File: src/rtl/mpp_consts.vh
`ifndef MPP_CONSTS_VH
`define MPP_CONSTS_VH
// Register byte offsets
`define MPP_OFF_CTRL 12'h000
`define MPP_OFF_DESC0 12'h004
`define MPP_OFF_DESC1 12'h008
`define MPP_OFF_MSG 12'h00c
`define MPP_OFF_STATUS 12'h010
`define MPP_OFF_LAST 12'h014
// Control fields
`define MPP_CTRL_EN 0
`define MPP_CTRL_WEP 1
`define MPP_NPL_LO 8
`define MPP_INT_LO 16
// Encoded address fields
`define MPP_PRI_LO 4
`define MPP_PRI_HI 8
`define MPP_ID_LO 14
`define MPP_ID_HI 23
// Condition codes
`define MPP_CC_ACK 3'h2
`define MPP_CC_NACK 3'h0
// Reset value and priority broadcast address
`define MPP_MSG_RST 32'h85000000
`define MPP_EXT_PRI_ADDR 32'hff000010
`endif

File: src/rtl/mpp_preempt.v
// The APB slave port and the register offsets were left to the implementer.
`timescale 1ns/1ps
// What the document requires
// Only a process whose preempt flag is set may start a preemption sequence.
// With preempt enable set, the whole sequence runs in hardware alone.
// The request carries the preempt-process message word from the descriptor.
// Descriptor is three words: two target addresses, then the message word.
// Address priority is normally low; priority 1 reaches only idle processors.
// Refuse incoming request at or below current priority or threshold.
// Broadcast current priority on switch, non-message interrupt, controls modify.
// Broadcast interim priority on send, send-service, signal, schedule.
// A scheduled preempting process first goes to the first descriptor address.
// Filter agent forwards higher-priority requests and acknowledges the sender.
// Accepted receiver dispatches if port priority is higher, else resumes; the code also requires rx_blocked low to dispatch.
// On acknowledge the sender stops the sequence and resumes.
// Filter agent not-acknowledges when receiver priority is higher.
// After refusal from the first target, send to the second address.
// Then retry first, then second, with the preempting process priority.
// After four refusals abandon the search and resume.
// A suspended preempt-eligible process starts the same sequence again.
// Target processor identity is bits 14 to 23 of the address.
// Message priority sits in bits 4 to 8 of the address.
// Outcome code is 010 binary for accepted, 000 binary for refused.
// Each attempt stalls until acknowledge or not-acknowledge arrives.
// Configuration is held stable throughout one sequence.
`include "mpp_consts.vh"
module mpp_preempt #(
	parameter PW = 5
) (
	input wire pclk,
	input wire presetn,
	input wire psel,
	input wire penable,
	input wire pwrite,
	input wire [11:0] paddr,
	input wire [31:0] pwdata,
	output reg [31:0] prdata,
	output reg pready,
	output reg pslverr,
	input wire sched_preempt,
	input wire sched_eligible,
	input wire [PW-1:0] sched_pri,
	input wire [PW-1:0] cur_pri,
	input wire ev_switch,
	input wire ev_int,
	input wire ev_modpc,
	input wire ev_queue_op,
	input wire rx_req,
	input wire [31:0] rx_addr,
	input wire [PW-1:0] port_pri,
	input wire rx_blocked,
	input wire rx_susp_eligible,
	input wire [PW-1:0] rx_susp_pri,
	output reg rx_accept,
	output reg rx_reject,
	output reg rx_dispatch,
	output reg tx_req,
	output reg [31:0] tx_addr,
	output reg [31:0] tx_data,
	input wire tx_ack,
	input wire tx_nack,
	output reg [2:0] cond_code,
	output reg busy,
	output reg resume
);
	localparam S_IDLE = 2'd0;
	localparam S_SEND = 2'd1;
	localparam S_WAIT = 2'd2;

	reg [31:0] ctrl;
	reg [31:0] desc0;
	reg [31:0] desc1;
	reg [31:0] msg;
	reg [1:0] state;
	reg [1:0] step;
	reg [PW-1:0] pend_pri;
	reg [31:0] cfg_lock;
	reg ext_pend;
	reg [31:0] ext_word;
	reg [31:0] next_rdata;
	reg [31:0] sel_addr;
	wire en_cfg;
	wire wep_cfg;
	wire [PW-1:0] npl;
	wire [PW-1:0] interim;
	wire wr;
	wire start_local;
	wire start_chain;
	wire rx_ok;

	// Priority above both current level and threshold
	function higher;
		input [PW-1:0] p;
		input [PW-1:0] cur;
		input [PW-1:0] lim;
		begin
			higher = (p > cur) && (p > lim);
		end
	endfunction

	// Replace the priority field of an encoded address
	function [31:0] with_pri;
		input [31:0] a;
		input [PW-1:0] p;
		begin
			with_pri = a;
			with_pri[`MPP_PRI_HI:`MPP_PRI_LO] = p[4:0];
		end
	endfunction

	assign wr = psel && penable && pwrite;
	assign en_cfg = cfg_lock[`MPP_CTRL_EN];
	assign wep_cfg = cfg_lock[`MPP_CTRL_WEP];
	assign npl = cfg_lock[`MPP_NPL_LO+PW-1:`MPP_NPL_LO];
	assign interim = cfg_lock[`MPP_INT_LO+PW-1:`MPP_INT_LO];
	assign start_local = sched_preempt && sched_eligible && en_cfg;
	assign start_chain = rx_dispatch && rx_susp_eligible && en_cfg;
	assign rx_ok = higher(rx_addr[`MPP_PRI_HI:`MPP_PRI_LO], cur_pri, npl);

	////////////////////////////////////////////////////////////////////
	// APB register access, one wait-free cycle
	always @(posedge pclk or negedge presetn) begin
		if (!presetn) begin
			ctrl <= 32'h00000000;
			desc0 <= 32'h00000000;
			desc1 <= 32'h00000000;
			msg <= `MPP_MSG_RST;
			prdata <= 32'h00000000;
			pready <= 1'b0;
			pslverr <= 1'b0;
		end else begin
			pready <= psel && !penable;
			pslverr <= 1'b0;
			if (psel && !penable) begin
				prdata <= next_rdata;
				pslverr <= (paddr > `MPP_OFF_LAST) || (paddr[1:0] != 2'b00);
			end
			if (wr && pready) begin
				case (paddr)
				`MPP_OFF_CTRL: ctrl <= pwdata;
				`MPP_OFF_DESC0: desc0 <= pwdata;
				`MPP_OFF_DESC1: desc1 <= pwdata;
				`MPP_OFF_MSG: msg <= pwdata;
				default: ;
				endcase
			end
		end
	end

	// Read data decode
	always @* begin
		case (paddr)
		`MPP_OFF_CTRL: next_rdata = ctrl;
		`MPP_OFF_DESC0: next_rdata = desc0;
		`MPP_OFF_DESC1: next_rdata = desc1;
		`MPP_OFF_MSG: next_rdata = msg;
		`MPP_OFF_STATUS: next_rdata = {24'h000000, 1'b0, cond_code, step, state};
		`MPP_OFF_LAST: next_rdata = {22'h000000, rx_addr[`MPP_ID_HI:`MPP_ID_LO]};
		default: next_rdata = 32'h00000000;
		endcase
	end

	// Target address of the current attempt
	always @* begin
		case (step)
		2'd0: sel_addr = cfg_lock[`MPP_CTRL_EN] ? desc0 : desc0;
		2'd1: sel_addr = desc1;
		2'd2: sel_addr = with_pri(desc0, pend_pri);
		default: sel_addr = with_pri(desc1, pend_pri);
		endcase
	end

	////////////////////////////////////////////////////////////////////
	// Sender sequence and priority broadcast
	always @(posedge pclk or negedge presetn) begin
		if (!presetn) begin
			state <= S_IDLE;
			step <= 2'd0;
			pend_pri <= {PW{1'b0}};
			cfg_lock <= 32'h00000000;
			tx_req <= 1'b0;
			tx_addr <= 32'h00000000;
			tx_data <= 32'h00000000;
			cond_code <= `MPP_CC_NACK;
			busy <= 1'b0;
			resume <= 1'b0;
			ext_pend <= 1'b0;
			ext_word <= 32'h00000000;
		end else begin
			resume <= 1'b0;
			if (state == S_IDLE)
				cfg_lock <= ctrl;
			// Latch broadcasts; queue op value overrides
			if (wep_cfg && ev_queue_op) begin
				ext_pend <= 1'b1;
				ext_word <= {{(32-PW){1'b0}}, interim};
			end else if (wep_cfg && (ev_switch || ev_int || ev_modpc)) begin
				ext_pend <= 1'b1;
				ext_word <= {{(32-PW){1'b0}}, cur_pri};
			end
			case (state)
			S_IDLE: begin
				if (start_local || start_chain) begin
					step <= 2'd0;
					pend_pri <= start_chain ? rx_susp_pri : sched_pri;
					busy <= 1'b1;
					state <= S_SEND;
				end else if (ext_pend && !tx_req) begin
					tx_req <= 1'b1;
					tx_addr <= `MPP_EXT_PRI_ADDR;
					tx_data <= ext_word;
					// A broadcast event in this same cycle keeps the flag set
					ext_pend <= wep_cfg && (ev_queue_op || ev_switch || ev_int || ev_modpc);
					state <= S_WAIT;
				end
			end
			S_SEND: begin
				tx_req <= 1'b1;
				tx_addr <= sel_addr;
				tx_data <= msg;
				state <= S_WAIT;
			end
			S_WAIT: begin
				if (tx_ack || tx_nack) begin
					tx_req <= 1'b0;
					cond_code <= tx_ack ? `MPP_CC_ACK : `MPP_CC_NACK;
					if (!busy) begin
						state <= S_IDLE;
					end else if (tx_ack || step == 2'd3) begin
						busy <= 1'b0;
						resume <= 1'b1;
						state <= S_IDLE;
					end else begin
						step <= step + 2'd1;
						state <= S_SEND;
					end
				end
			end
			default: state <= S_IDLE;
			endcase
		end
	end

	////////////////////////////////////////////////////////////////////
	// Receiver decision on incoming preemption requests
	always @(posedge pclk or negedge presetn) begin
		if (!presetn) begin
			rx_accept <= 1'b0;
			rx_reject <= 1'b0;
			rx_dispatch <= 1'b0;
		end else begin
			rx_accept <= rx_req && rx_ok;
			rx_reject <= rx_req && !rx_ok;
			rx_dispatch <= rx_req && rx_ok && !rx_blocked
				&& higher(port_pri, cur_pri, npl);
		end
	end
endmodule

File: config.mk
export PLATFORM = sky130hd
export DESIGN_NAME = mpp_preempt
export DESIGN_NICKNAME = d
export VERILOG_FILES = /design/src/rtl/mpp_preempt.v
export VERILOG_INCLUDE_DIRS = /design/src /design/src/rtl
export SDC_FILE = /design/constraint.sdc
export NUM_CORES = 1
export LEC_CHECK = 0
export BUFFER_PORTS_ARGS = -buffer_cell sky130_fd_sc_hd__buf_4
export CORE_ASPECT_RATIO = 0.9
export CORE_UTILIZATION = 56
export DETAILED_ROUTE_END_ITERATION = 8
export PLACE_DENSITY_LB_ADDON = 0.1
export RECOVER_POWER = 50
export SLEW_MARGIN = 10
export SYNTH_ARGS = -nofsm -noshare
export SYNTH_HDL_FRONTEND = slang
export SYNTH_SLANG_ARGS = --single-unit
File: constraint.sdc
create_clock -name pclk -period 2.4 [get_ports pclk]
set_input_delay 0.48 -clock pclk [delete_from_list [all_inputs] [get_ports pclk]]
set_output_delay 0.48 -clock pclk [all_outputs]
set_load 0.01 [all_outputs]
==> run metrics, run 1 <==
post-route design area 14600 sq um; clk_lat worst skew 0.53 ns; CTS buffer count 26; FFs w/ async S/R, synth 100%; Boundary Pins 219; largest net degree at the start of global routing 79; CTS tree built; initial antenna violation count 1; hold crit path type primary input to flip-flop; hold endpoint rx_reject$_DFF_PN0_; gr ovfl total 0; via count 8602; PwrDens 617 nW/um^2; fillers 1441; Slew headroom 20.3%; number of synthesized flops with an enable pin 0; min Tclk post-route 2.03 ns; CP required 2.75 ns; Die Ht 140 microns; GP Congestion 0.865; Starting Density 58.0%; # rows 49; mean post-synth cell area 12.7 sq um; Iteration-0 DRC Markers 681; worst slew pin tran 1.19 ns; DRC 0; Mapped Area 11800 sq um; final setup vio count 0; Worst R2R End rx_dispatch$_DFF_PN0_; Crit-path slowest cell a2111oi_0; hpwl dp 21600 microns; CTS clk-pin slew, worst paths 0.06 ns; register area share after synthesis 55.3%; Peak VDD IR 0.431 mV; Routed WL 31700 microns; status finished clean; cts hold-fix bufs 1; WHS Path Cells 2; worst-case reg-to-reg path depth 7; GR Util All Layers 29.7%; CTS root buf clkbuf_16; most frequent cells in the layout dfrtp_1, buf_4, mux2_2; reg2reg start cfg_lock[12]$_DFFE_PN0P_; most common cell after layout, fill and taps aside dfrtp_1; RSZ-0062 raised after global routing no; synth unique cells 56; TritonRoute pass-1 iters 7; Final Non-Filler Cells 1449; drt via density 5.94; leak pwr 7.32 nW; final slew viol count 0; clock buffer depth 3; Max Clock Freq 493 MHz; Placed Cells 1399; layout cell share with drive strength beyond 1 37.8%; Setup Fix Bufs, Post-CTS 0; Startpoint Class flip-flop; cells after synthesis 928; Core Area 20300 sq um; number of H-tree levels 1; Post-DP Area 13900 sq um; area leader, netlist dfrtp_1; Final Hold Fails 0; Worst Path Arrival 2.38 ns; first-pass GRT wire length 48900 microns; Final period util 84.5%; crit path max fanout 3; worst reg2reg setup slack 0.37 ns; synth top area cells dfrtp_1, mux2_2, mux2_4, mux2i_1, o21ai_0; max incr delay on CP 0.50 ns; crit path kind flip-flop to flip-flop; Antenna Nets Post-Route 0; Hold Path Origin rx_req; flops & latches, synth 260; vias in the first global route 8591; Port-buffer cells 199; CP Capture Type flip-flop; Synthesis Warnings 0; Fin Setup TNS 0 ns; average wire per standard cell 21.9 microns; max_cap viols 0; # resized after CTS 0; Main synth FF type dfrtp_1; clk sinks 260; worst path cell trace inv_1 > ha_1 > nand3_1 > a21oi_1 > a211oi_1 > a211o_1 > a2111oi_0; area grow syn2layout 24.4%; chip width 155 microns; top-area cell type share of the netlist area 54.6%; Fin Clk Skew 0.0103 ns; Total Nets Final 1284; Die Footprint 21600 sq um
flip-flops by register name, indices dropped and copies added (netlist names):
signal	count
msg	32
rx_accept	1
cond_code	1
tx_addr	32
rx_dispatch	1
pslverr	1
desc1	32
prdata	32
busy	1
rx_reject	1
ext_pend	1
state	2
pready	1
ctrl	32
cfg_lock	12
tx_req	1
step	2
ext_word	5
pend_pri	5
tx_data	32
desc0	32
resume	1
worst max-delay path by stage:
stage                              from                      end  slack [ns]
5_1_grt                         presetn  tx_addr[30]$_DFFE_PN0P_        0.17
3_3_place_gp                   paddr[4]       msg[6]$_DFFE_PN0P_        0.02
2_1_floorplan                  paddr[9]     ctrl[10]$_DFFE_PN0P_        0.24
6_report       cfg_lock[12]$_DFFE_PN0P_    rx_dispatch$_DFF_PN0_        0.37
4_1_cts        cfg_lock[12]$_DFFE_PN0P_    rx_dispatch$_DFF_PN0_        0.35
3_5_place_dp                   paddr[9]       msg[8]$_DFFE_PN0P_     -0.0007
logic make-up (layout without fill, tap and decap cells):
| family | after synthesis | in the layout | share of synthesized area, % |
|---|---|---|---|
| adder cells (fa/ha/maj) | 24 | 24 | 2.55 |
| flip-flops | 260 | 260 | 55.3 |
| other | 1 | 3 | 0.0319 |
| AND/OR/NAND/NOR | 152 | 152 | 6.13 |
| multiplexers | 201 | 201 | 20.3 |
| AO/OA/AOI/OAI | 210 | 210 | 12.2 |
| buffers and inverters | 80 | 319 | 3.48 |
per-layer routing:
metal | GRT usage (%) | up-vias | wire (microns)
met5 | 0 | - | 11
met4 | 6.93 | 2 | 522
met3 | 5.39 | 41 | 2540
met2 | 45.5 | 359 | 14400
met1 | 44.0 | 4369 | 14200
li1 | - | 3831 | -
critical path: cells and delay by family, from the launching register on:
kind / cells / cell delay, ns
flops: 1 / 0.32
compound gates: 4 / 1.06
fa+ha+maj: 1 / 0.30
simple gates: 1 / 0.10
buf+inv: 1 / 0.07
metrics by stage:
step | setup WS [ns] | power, mW | util (%) | hold WS (ns)
3_5_place_dp | -0.000693 | 5.01 | 68.5 | 0.472
3_3_place_gp | 0.0227 | 5.01 | 68.5 | 0.463
2_1_floorplan | 0.243 | 4.65 | - | 0.184
5_1_grt | 0.174 | 9.29 | 72.1 | 0.184
4_1_cts | 0.346 | 9.09 | 72.9 | 0.173
6_report | 0.372 | 9.03 | 72.2 | 0.184
cells in the mapped netlist (10+ instances only):
cell / n
mux2_4: 30
buf_2: 14
mux2_2: 126
a22o_1: 33
a22oi_1: 41
nand2_1: 73
inv_1: 20
a21oi_1: 21
dfrtp_1: 257
nand3_1: 10
clkbuf_1: 30
nor2_1: 39
ha_1: 24
mux2i_1: 39
o21ai_0: 67
a221o_1: 11
power by group:
| part | internal [mW] | switching [mW] | total [mW] |
|---|---|---|---|
| combinational | 0.218 | 0.279 | 0.497 |
| clock | 2.43 | 1.68 | 4.11 |
| sequential | 4.41 | 0.0169 | 4.42 |
final cells by class:
type                            count  area (sq um)  share of cell area, %
Inverter                           21          78.8                  0.538
Timing Repair Buffer              250          1930                   13.2
Clock buffer                       38           807                   5.51
Sequential cell                   260          6510                   44.5
Clock inverter                     10          75.1                  0.513
Multi-Input combinational cell    589          4890                   33.4
Antenna cell                        1          2.50                 0.0171
Tap cell                          280           350                   2.39
No activity file was read; power rests on OpenSTA's default activity.
==> inputs of run 2 (changes only) <==
- ABC_AREA: unset -> 1
- CORE_UTILIZATION: 56 -> 51
- clock period: 2.4 -> 1.8 ns (I/O delays scaled with it)
==> run 2 against run 1 <==
Compared with the run above: wire length up 7.3%; sequential power up 50%; sequential share of layout area down 0.82 points; worst hold slack worse by 0.16 ns; non-clock buffer count up 9; power up 70%; utilization down 6.5 points; die area up 11%.
==> run metrics, run 2 <==
RSZ-0062 raised after global routing no; largest net degree at the start of global routing 65; met2 usage 47.2%; ant diodes 0; Die Ht 147 microns; Post-DP Area 14100 sq um; Slew headroom 41.3%; gr ovfl total 0; Hold WS 0.0219 ns; Main synth FF type dfrtp_1; hpwl dp 22800 microns; hold crit path type primary input to flip-flop; Final Hold Fails 0; # rows 52; leak pwr 7.55 nW; busiest layer in global routing met2; final slew viol count 0; clock buffer depth 3; PwrDens 1030 nW/um^2; Fin Clk Skew 0.0101 ns; Hold Path Origin rx_req; crit path kind primary input to flip-flop; register area share after synthesis 54.5%; Die Footprint 24000 sq um; Worst Path Arrival 2.02 ns; Total Nets Final 1725; CP top delay family simple AND/OR/NAND/NOR gates; Starting Density 52.6%; Worst setup startpoint paddr[11]; GR Util All Layers 29.0%; Routed WL 34000 microns; clk_lat worst skew 0.54 ns; worst reg2reg setup slack 0.26 ns; Critical Path Most Common Cell nand2_1; cells after synthesis 1381; Fin Setup TNS 0 ns; GP Congestion 0.909; Boundary Pins 219; average wire per standard cell 17.8 microns; FFs w/ async S/R, synth 100%; DRC 0; synth unique cells 34; mean post-synth cell area 8.65 sq um; status finished clean; Startpoint Class primary input; initial antenna violation count 0; area grow syn2layout 24.8%; CP required 2.27 ns; Antenna Nets Post-Route 0; number of synthesized flops with an enable pin 0; Peak VDD IR 0.607 mV; clk sinks 260; area leader, netlist dfrtp_1; max incr delay on CP 0.47 ns; crit path buf inv count 2; Place WS -0.0472 ns; first-pass GRT wire length 54500 microns; Iteration-0 DRC Markers 892; Pwr Total 15.3 mW; CTS tree built; vias in the first global route 10300; Port-buffer cells 199; max_cap viols 0; CTS clk-pin slew, worst paths 0.06 ns; reg2reg start state[0]$_DFFE_PN0P_; post-route design area 14900 sq um; CTS buffer count 28; CTS root buf clkbuf_16; final setup vio count 0; worst path cell trace clkbuf_4 > nor2_1 > nand2_1 > nor2_1 > nand2_2 > nand2_1 > nand2_2 > nor2_8 > buf_12 > nand2_1 > nand2_1; chip width 163 microns; TritonRoute pass-1 iters 6; top-area cell type share of the netlist area 53.8%; Mapped Area 11900 sq um; most common cell after layout, fill and taps aside nand2_1; CP Capture Type flip-flop; most frequent cells in the layout nand2_1, dfrtp_1, buf_4; number of H-tree levels 1; Crit-path slowest cell nor2_1; crit path max fanout 18; Commonest cells post-synth nand2_1, dfrtp_1, nand3_1, o21ai_0, inv_1; synth top area cells dfrtp_1, nand2_1, nand3_1, o21ai_0, inv_1; Final Worst Setup Slack 0.249 ns; layout cell share with drive strength beyond 1 20.1%; grt met1 use 41.1%; GRT met3 Usage 3.33%; Final period util 86.2%; Synthesis Warnings 0; Max Clock Freq 645 MHz; drt via density 5.57; fillers 1962; count leader, synth nand2_1; Core Area 22700 sq um; worst slew pin tran 0.880 ns; flops & latches, synth 260; via count 10600; min Tclk post-route 1.55 ns
-- run 2: cell types whose count changed after synthesis, moves of 30 or more --
cell / before / now
mux2_4: 30 / 0
nand3_1: 10 / 148
a22oi_1: 41 / 0
o21ai_0: 67 / 141
nand2_1: 73 / 357
inv_1: 20 / 93
nor2_1: 39 / 83
mux2_2: 126 / 0
mux2i_1: 39 / 0
o21ai_1: 0 / 47
-- run 2: repair_timing --
action / in CTS / in global routing
endpoints found under the hold margin: 32 / 0
setup buffers: 0 / 0
setup endpoints to repair: 0 / 5
hold buffers: 1 / 0
gates resized for setup: 0 / 1
-- run 2: final timing paths --
kind                                               end  depth (start not counted)
worst max register to register  tx_data[3]$_DFFE_PN0P_                          7
worst min-delay path               rx_reject$_DFF_PN0_                          3
worst min register to register  prdata[26]$_DFFE_PN0P_                          2
min in group asynchronous           msg[8]$_DFFE_PN0P_                          2
worst max-delay path            prdata[14]$_DFFE_PN0P_                         11
max in group asynchronous          rx_accept$_DFF_PN0_                          3
-- run 2: kinds of logic after synthesis --
kind of cell | synth area share (%)
adders and majority gates | 2.51
AOI/OAI and AO/OA | 12.9
and+or+nand+nor | 23.5
buffers and inverters | 6.60
other | 0.0314
DFF | 54.5
-- run 2: worst register-to-register path: stages (launching register included) --
cell,delay (ns)
dfrtp_1,0.43
nor2_1,0.25
nand2_1,0.16
nand3_2,0.19
inv_2,0.06
buf_4,0.18
nor2_1,0.12
a31oi_1,0.05
-- run 2: metal layers --
metal | wire (microns) | part of all wire, %
met2 | 16400 | 48
met5 | 0 | 0
met1 | 14600 | 43
met4 | 740 | 2.2
met3 | 2380 | 7.0
-- run 2: report_power, final --
| group | switching (mW) | internal [mW] | leakage [nW] |
|---|---|---|---|
| logic | 1.97 | 1.25 | 3.60 |
| registers | 0.346 | 6.29 | 3.52 |
| clock network | 2.27 | 3.20 | 0.436 |
-- run 2: layout make-up --
class	count	area, sq um	area share [%]
tap	297	372	2.49
clock inverter	6	33.8	0.226
clock buffer	45	846	5.67
inverter	99	372	2.49
sequential	260	6510	43.6
multi-input combinational	941	4640	31.1
timing repair buffer	259	2140	14.3
-- run 2: through the flow --
stage               std cells  util, %
floorplan                1382        -
finish                   1907     65.7
global placement         1855     62.1
detailed placement       1855     62.1
global route             1907     65.7
CTS                      1907     66.0
